===== config.mk =====
export PLATFORM = sky130hd
export DESIGN_NAME = kwi_keypad_irq_unit
export DESIGN_NICKNAME = d
export VERILOG_FILES = /design/src/rtl/kwi_pkg.sv /design/src/rtl/kwi_keypad_irq_unit.sv
export VERILOG_INCLUDE_DIRS = /design/src /design/src/rtl
export SDC_FILE = /design/constraint.sdc
export NUM_CORES = 1
export LEC_CHECK = 0
export ABC_CLOCK_PERIOD_IN_PS = 2000
export BUFFER_PORTS_ARGS = -buffer_cell sky130_fd_sc_hd__buf_2
export CAP_MARGIN = 20
export CORE_MARGIN = 2
export CORE_UTILIZATION = 44
export DETAILED_ROUTE_END_ITERATION = 8
export HOLD_SLACK_MARGIN = 0.06
export PLACE_DENSITY = 0.79
export SETUP_SLACK_MARGIN = 0.05
export SLEW_MARGIN = 30
export SYNTH_ARGS = -nofsm -noshare
export SYNTH_HDL_FRONTEND = slang
export SYNTH_SLANG_ARGS = --single-unit

===== constraint.sdc =====
create_clock -name clk_i -period 2 [get_ports clk_i]
set_input_delay 0.4 -clock clk_i [delete_from_list [all_inputs] [get_ports clk_i]]
set_output_delay 0.4 -clock clk_i [all_outputs]
set_load 0.005 [all_outputs]

===== src/rtl/kwi_params.svh =====
// Register offsets, field positions and reset values of the keypad interrupt unit
`ifndef KWI_PARAMS_SVH
`define KWI_PARAMS_SVH

`define KWI_STATUS_CONTROL_OFS  12'h000
`define KWI_LINE_ENABLE_OFS     12'h004
`define KWI_PIN_CONTROL_OFS     12'h008
`define KWI_PIN_LEVEL_OFS       12'h00C

`define KWI_PENDING_BIT         3
`define KWI_ACK_BIT             2
`define KWI_MASK_BIT            1
`define KWI_SENS_BIT            0

`define KWI_LINES               5
`define KWI_ENABLE_RESET        5'h00
`define KWI_DIR_RESET           5'h00

`endif


===== src/rtl/kwi_pkg.sv =====
// Types shared by the keypad interrupt unit
package kwi_pkg;
    typedef enum logic [1:0] {
        KWI_IDLE    = 2'b00,
        KWI_LATCHED = 2'b01,
        KWI_HOLD    = 2'b11
    } kwi_state_t;
endpackage : kwi_pkg


===== src/rtl/kwi_keypad_irq_unit.sv =====
// Keypad interrupt unit with APB register access
// Operation
// - Five enabled lines feed one latched request
// - Enable bit selects input and pull-up
// - Latch when enabled line falls, all were high
// - Edge mode: no latch while another low
// - Level mode: request holds while line low
// - Level mode: clear after ack and lines high
// - Vector fetch acknowledges the request
// - Ack write clears, reads zero, reset clear
// - Later falling edge latches fresh request
// - Unmasked request makes processor take vector
// - Edge mode: ack clears immediately
// - Reset clears request and sensitivity bit
// - Pending flag shows latch, ignores mask
// - Enabled line forced input; read needs dir 0
// - Upper 28 status bits read zero
// - Mask bit gates interrupt; reset clears it
// - Sensitivity: 1 edge+level, 0 edge only
// - Five enable bits, 1 enables, reset clears
// - Active in wait; request wakes from wait
// - Active in stop; request wakes from stop
// - In break without clear enable, ack ignored
`timescale 1ns/100ps
`default_nettype none
`include "kwi_params.svh"

module kwi_keypad_irq_unit #(
    parameter int LINES = `KWI_LINES
) (
    input  wire logic             clk_i,
    input  wire logic             nrst_i,
    input  wire logic             psel_i,
    input  wire logic             penable_i,
    input  wire logic             pwrite_i,
    input  wire logic [11:0]      paddr_i,
    input  wire logic [31:0]      pwdata_i,
    input  wire logic [3:0]       pstrb_i,
    output logic      [31:0]      prdata_o,
    output logic                  pready_o,
    output logic                  pslverr_o,
    input  wire logic [LINES-1:0] keypad_line_i,
    output logic      [LINES-1:0] keypad_line_o,
    output logic      [LINES-1:0] keypad_line_oe_n_o,
    output logic      [LINES-1:0] pullup_en_o,
    input  wire logic             vector_fetch_i,
    input  wire logic             break_state_i,
    input  wire logic             break_clear_enable_i,
    output logic                  irq_request_o,
    output logic                  wake_o
);

    logic [LINES-1:0] line_enable_bits;
    logic [LINES-1:0] pin_dir;
    logic [LINES-1:0] pin_data;
    logic             request_mask_bit;
    logic             sensitivity_select;
    logic [LINES-1:0] sync1;
    logic [LINES-1:0] sync2;
    logic [LINES-1:0] sync3;
    logic             any_low_prev;
    kwi_pkg::kwi_state_t state;
    logic             wr_en;
    logic             rd_en;
    logic             ack_write;
    logic             ack;
    logic             any_low;
    logic             fall;
    logic             pending_flag;
    logic             addr_ok;
    logic [LINES-1:0] level;

    assign wr_en    = psel_i & penable_i & pwrite_i;
    assign rd_en    = psel_i & penable_i & ~pwrite_i;
    assign pready_o = 1'b1;

    always_comb begin
        if (paddr_i == `KWI_STATUS_CONTROL_OFS) begin
            addr_ok = 1'b1;
        end else if (paddr_i == `KWI_LINE_ENABLE_OFS) begin
            addr_ok = 1'b1;
        end else if (paddr_i == `KWI_PIN_CONTROL_OFS) begin
            addr_ok = 1'b1;
        end else if (paddr_i == `KWI_PIN_LEVEL_OFS) begin
            addr_ok = 1'b1;
        end else begin
            addr_ok = 1'b0;
        end
    end

    assign pslverr_o = psel_i & penable_i & ~addr_ok;

    // Ack during protected break has no effect
    assign ack_write = wr_en & pstrb_i[0] & (paddr_i == `KWI_STATUS_CONTROL_OFS)
                     & pwdata_i[`KWI_ACK_BIT]
                     & ~(break_state_i & ~break_clear_enable_i);
    assign ack = ack_write | vector_fetch_i;

    // Pin levels pass three flip-flops; a change counts when stages two and three agree
    always_ff @(posedge clk_i or negedge nrst_i) begin
        if (!nrst_i) begin
            sync1 <= {LINES{1'b1}};
            sync2 <= {LINES{1'b1}};
            sync3 <= {LINES{1'b1}};
        end else begin
            sync1 <= keypad_line_i;
            sync2 <= sync1;
            sync3 <= sync2;
        end
    end

    genvar g;
    generate
        for (g = 0; g < LINES; g++) begin : g_line
            // Agreed level holds its value until stages two and three match
            always_ff @(posedge clk_i or negedge nrst_i) begin
                if (!nrst_i) begin
                    level[g] <= 1'b1;
                end else if (sync2[g] == sync3[g]) begin
                    level[g] <= sync3[g];
                end
            end
            assign pullup_en_o[g]        = line_enable_bits[g];
            assign keypad_line_oe_n_o[g] = ~(pin_dir[g] & ~line_enable_bits[g]);
            assign keypad_line_o[g]      = pin_data[g];
        end
    endgenerate

    assign any_low = |(~level & line_enable_bits);

    always_ff @(posedge clk_i or negedge nrst_i) begin
        if (!nrst_i) begin
            any_low_prev <= 1'b0;
        end else begin
            any_low_prev <= any_low;
        end
    end

    // Edge counts only when every enabled line was high before
    assign fall = any_low & ~any_low_prev;

    always_ff @(posedge clk_i or negedge nrst_i) begin
        if (!nrst_i) begin
            state <= kwi_pkg::KWI_IDLE;
        end else begin
            case (state)
                kwi_pkg::KWI_IDLE: begin
                    if (fall) begin
                        state <= kwi_pkg::KWI_LATCHED;
                    end
                end
                kwi_pkg::KWI_LATCHED: begin
                    if (fall) begin
                        state <= kwi_pkg::KWI_LATCHED;
                    end else if (ack && (!sensitivity_select || !any_low)) begin
                        state <= kwi_pkg::KWI_IDLE;
                    end else if (ack) begin
                        state <= kwi_pkg::KWI_HOLD;
                    end
                end
                kwi_pkg::KWI_HOLD: begin
                    if (fall) begin
                        state <= kwi_pkg::KWI_LATCHED;
                    end else if (!sensitivity_select || !any_low) begin
                        state <= kwi_pkg::KWI_IDLE;
                    end
                end
                default: begin
                    state <= kwi_pkg::KWI_IDLE;
                end
            endcase
        end
    end

    assign pending_flag = (state != kwi_pkg::KWI_IDLE);

    always_ff @(posedge clk_i or negedge nrst_i) begin
        if (!nrst_i) begin
            request_mask_bit   <= 1'b0;
            sensitivity_select <= 1'b0;
        end else if (wr_en && pstrb_i[0] && paddr_i == `KWI_STATUS_CONTROL_OFS) begin
            request_mask_bit   <= pwdata_i[`KWI_MASK_BIT];
            sensitivity_select <= pwdata_i[`KWI_SENS_BIT];
        end
    end

    always_ff @(posedge clk_i or negedge nrst_i) begin
        if (!nrst_i) begin
            line_enable_bits <= `KWI_ENABLE_RESET;
        end else if (wr_en && pstrb_i[0] && paddr_i == `KWI_LINE_ENABLE_OFS) begin
            line_enable_bits <= pwdata_i[LINES-1:0];
        end
    end

    // Port direction in low bits, port data in the second byte
    always_ff @(posedge clk_i or negedge nrst_i) begin
        if (!nrst_i) begin
            pin_dir  <= `KWI_DIR_RESET;
            pin_data <= `KWI_DIR_RESET;
        end else if (wr_en && paddr_i == `KWI_PIN_CONTROL_OFS) begin
            if (pstrb_i[0]) begin
                pin_dir <= pwdata_i[LINES-1:0];
            end
            if (pstrb_i[1]) begin
                pin_data <= pwdata_i[LINES+7:8];
            end
        end
    end

    // Request gated by mask drives interrupt and wake from wait or stop
    always_ff @(posedge clk_i or negedge nrst_i) begin
        if (!nrst_i) begin
            irq_request_o <= 1'b0;
            wake_o        <= 1'b0;
        end else begin
            irq_request_o <= pending_flag & ~request_mask_bit;
            wake_o        <= pending_flag & ~request_mask_bit;
        end
    end

    always_comb begin
        prdata_o = 32'h0000_0000;
        if (rd_en && paddr_i == `KWI_STATUS_CONTROL_OFS) begin
            prdata_o[`KWI_PENDING_BIT] = pending_flag;
            prdata_o[`KWI_MASK_BIT]    = request_mask_bit;
            prdata_o[`KWI_SENS_BIT]    = sensitivity_select;
        end else if (rd_en && paddr_i == `KWI_LINE_ENABLE_OFS) begin
            prdata_o[LINES-1:0] = line_enable_bits;
        end else if (rd_en && paddr_i == `KWI_PIN_CONTROL_OFS) begin
            prdata_o[LINES-1:0]  = pin_dir;
            prdata_o[LINES+7:8]  = pin_data;
        end else if (rd_en && paddr_i == `KWI_PIN_LEVEL_OFS) begin
            prdata_o[LINES-1:0] = level & ~pin_dir;
        end
    end

endmodule : kwi_keypad_irq_unit
`default_nettype wire


==> results.md <==
* Fill cells at 369
* Initial antenna violation count at 0
* Residual DRC at 0
* Area taken by multi-input logic gates at 858.3 um^2
* Clock Skew at 5.740 ps
* Pre-antenna DRT Iters at 4
* Number of H-tree levels at 2
* CTS sink count at 41
* Final hold vios at 0
* Vias at 1400
* Power share of the combinational group at 0.093
* Final HPWL DP at 3012 um
* Synthesized area at 0.002036 mm^2
* Failing checks: setup timing
* FF-to-FF setup slack at about 620 ps
* Setup ws final at -81.01 ps
* Slowest CP cell: or3_4
* Post-synthesis xor/xnor area fraction at 0
* Tcrit/Tclk final at 1.041
* Ranking of synthesized cells by area: dfrtp_1 (26%), dfstp_2 (26%), mux2_2 (10%)
* Share of layout cells above drive strength 1 at 0.5885
* Die width at 72.02 um
* Final wirelength at 3998 um
* CP arrival at 1680 ps
* Synth Instances at 159
* Dpl ws at -100.3 ps
* Slew Limit Fails at 0
* Die height at 72.02 um
* Clk pwr share at 0.331
* Synth Area in Simple Gates at 0.1764
* Maxcap violations at 0
* RSZ-0062 raised after global routing: true
* IO Pins at 112
* Clock Latency Late Sink at 290 ps
* Most used DFF post-synth: dfrtp_1
* Proportion of synthesized area in mux cells at 0.1217
* Leakage Power at 1.284 nW
* Syn avg cell area at 12.80 um^2
* CTS tree: done
* Reg area at ~0.0011 mm^2
* FP Rows at 24
* Antenna diodes at 0
* TritonCTS Buffers at 5
* Required time worst endpoint at 1600 ps
* Adder-Cell Fraction of Synth Area at 0.02459
* Largest area contributor in the netlist: dfrtp_1
* HP Class: in -> async
* Compound-cell area share of the yosys netlist at 0.04794
* Worst-case clock buffer depth at 2
* Gr usage total at 0.1637
* Net switching power figure at 359.4 uW
* Crit-path cells: buf_6, nor4_4, nand3_4, or3_4, a211oi_2, buf_2
* PwrDens at 598.5 mW/mm^2
* Final Non-Filler Cells at approximately 300
* CP Launch Type: input port
* Sw Share at 0.2328
* Final nets at 303
* Layout area overhead at 26.74%
* Pin count of the biggest net entering global routing at 42
* CP Class: in -> out
* P_int at 1.185 mW
* Register area share after synthesis at 0.5163
* Main combinational cell family by area after synthesis: simple AND/OR/NAND/NOR gates
* Met1 WL at between 1500 and 2000 um
* Post-synth cell types at 35
* Die footprint at 0.005187 mm^2
* Outcome: finished, violations left
* Iteration-0 DRC Markers at 43
* Finish-stage setup viols at 8
* Setup crit end kind: primary output
* PortBufs at between 60 and 70
* Crit-path max cell delay at 420 ps
* Maximum operating frequency at 0.4805 GHz
* ANT nets after route at 0
* Sequential Power Share at 0.576
* Met3 Routed Length at 243 um
* Worst Path Max Fanout at 5
* Grt total ovfl at 0
* #FFs+latches synth at between 40 and 50
* First-pass GRT wire length at 6479 um
* Placeable Area at between 0.004 and 0.005 mm^2
* Met2 wire len at 1985 um
* Synth top area share at 0.2581
* EDFF count, synth at 0
* Root buffer cell: clkbuf_8
* Cells after DPL at around 280
* Number of warning messages in the yosys log at 0
* Max layer used: met4
* Routability cong. at 0.7735
* Vias in the first global route at around 1.4k
* Ys async rst share at 1.000
* Max VDD drop at just under 0.5 mV
* Worst-path clk slew at 70 ps
* Crit path time final at 2081 ps
* Initial core utilization at 0.4612
* Wirelength per Cell at 13.55 um
* Drt via density at 4.746
logic make-up after synthesis:
family	after synthesis
AND/OR/NAND/NOR	48
multiplexers	20
other	2
buffers and inverters	30
adder cells (fa/ha/maj)	5
AO/OA/AOI/OAI	13
flip-flops	41
state kept, by name, indices dropped and copies added, names as in the netlist, 2 cells and up:
name / count
sync1: 5
pullup_en_o: 5
sync3: 5
state: 2
pin_dir: 5
keypad_line_o: 5
level: 5
sync2: 5
worst max-delay path, delay by kind of cell:
kind	cells	cell delay (ps)
buffers and inverters	2	240
AO/OA/AOI/OAI	1	160
AND/OR/NAND/NOR	3	870
power groups by stage:
| stage | registers, mW | clock network (mW) | logic (mW) |
|---|---|---|---|
| floorplan | 0.899 | 0 | 0.0935 |
| global placement | 0.903 | 0 | 0.136 |
| detailed placement | 0.904 | 0 | 0.138 |
| CTS | 0.890 | 0.530 | 0.144 |
| global route | 0.893 | 0.570 | 0.162 |
| finish | 0.890 | 0.511 | 0.143 |
cell usage after synthesis (2+ instances only):
library cell / instances
dfstp_2: 20
o21ai_0: 2
and2_1: 5
dfrtp_1: 21
nor4_4: 2
inv_1: 4
nor2b_1: 6
mux2_2: 18
mux4_2: 2
nand2b_1: 4
o22ai_1: 2
nor2_1: 9
nor4bb_1: 2
nand3_1: 2
clkbuf_8: 2
a22oi_1: 2
nor3_4: 2
conb_1: 2
maj3_1: 5
buf_4: 24
nand2_1: 9
layer usage:
metal	vias to the layer above	GRT usage
met4	0	0.05031
met1	668	0.2035
li1	667	-
met3	5	0.05000
met5	-	0
met2	60	0.2757
final cells by class:
type,instances,area share
inverter,4,0.005820
clock inverter,2,0.003880
clock buffer,6,0.02813
multi-input combinational,109,0.3327
timing repair buffer,81,0.1969
tap,52,0.02522
sequential,41,0.4074
path summary, 6_finish.rpt:
check / startpoint / end / cells after the start
max in group asynchronous: nrst_i / sync3[0] / 2
worst max-delay path: paddr_i[0] / prdata_o[3] / 6
worst min-delay path: nrst_i / pullup_en_o[4] / 2
worst max register to register: level[1] / state[0] / 4
min in group clk_i: keypad_line_i[0] / sync1[0] / 1
worst min register to register: sync1[3] / sync2[3] / 0
placed cells by master, fill, tap and decap left out, types with 2 or more instances in the layout:
cell and n:
a22oi_1 2, nand2b_1 4, dfstp_2 20, buf_6 10, nor4_4 2, nand3_1 2, maj3_1 5, nand2_1 9
and2_4 5, nor2_1 9, o21ai_0 2, nor4bb_1 2, inv_1 4, buf_2 55, mux2_2 18, clkbuf_8 5
mux4_2 2, o22ai_1 2, conb_1 23, clkinv_2 2, dfrtp_1 21, buf_4 16, nor3_4 2, nor2b_1 6
per-stage QoR:
stage / instance area (um^2) / total power, mW / setup TNS (ps) / util / hold slack, ps
final: 2580 / 1.544 / -277.9 / 0.5845 / 158.5
after global routing: 2580 / 1.626 / -894.8 / 0.5845 / 187.1
after global placement: 2397 / 1.039 / -691.8 / 0.5431 / 345.4
after detailed placement: 2397 / 1.042 / -792.8 / 0.5431 / 347.2
after CTS: 2549 / 1.565 / -510.5 / 0.5774 / 170.0
after floorplan: 2115 / 0.9928 / 0 / - / 104.4
timing repair:
item                                    4_1_cts  5_1_grt
pin swaps                                     7        2
resized for setup                             9        8
hold buffers                                  0        0
endpoints found under the setup margin       10       10
buffers inserted                              3        1
Note: power is estimated with default switching activity, not from simulation.
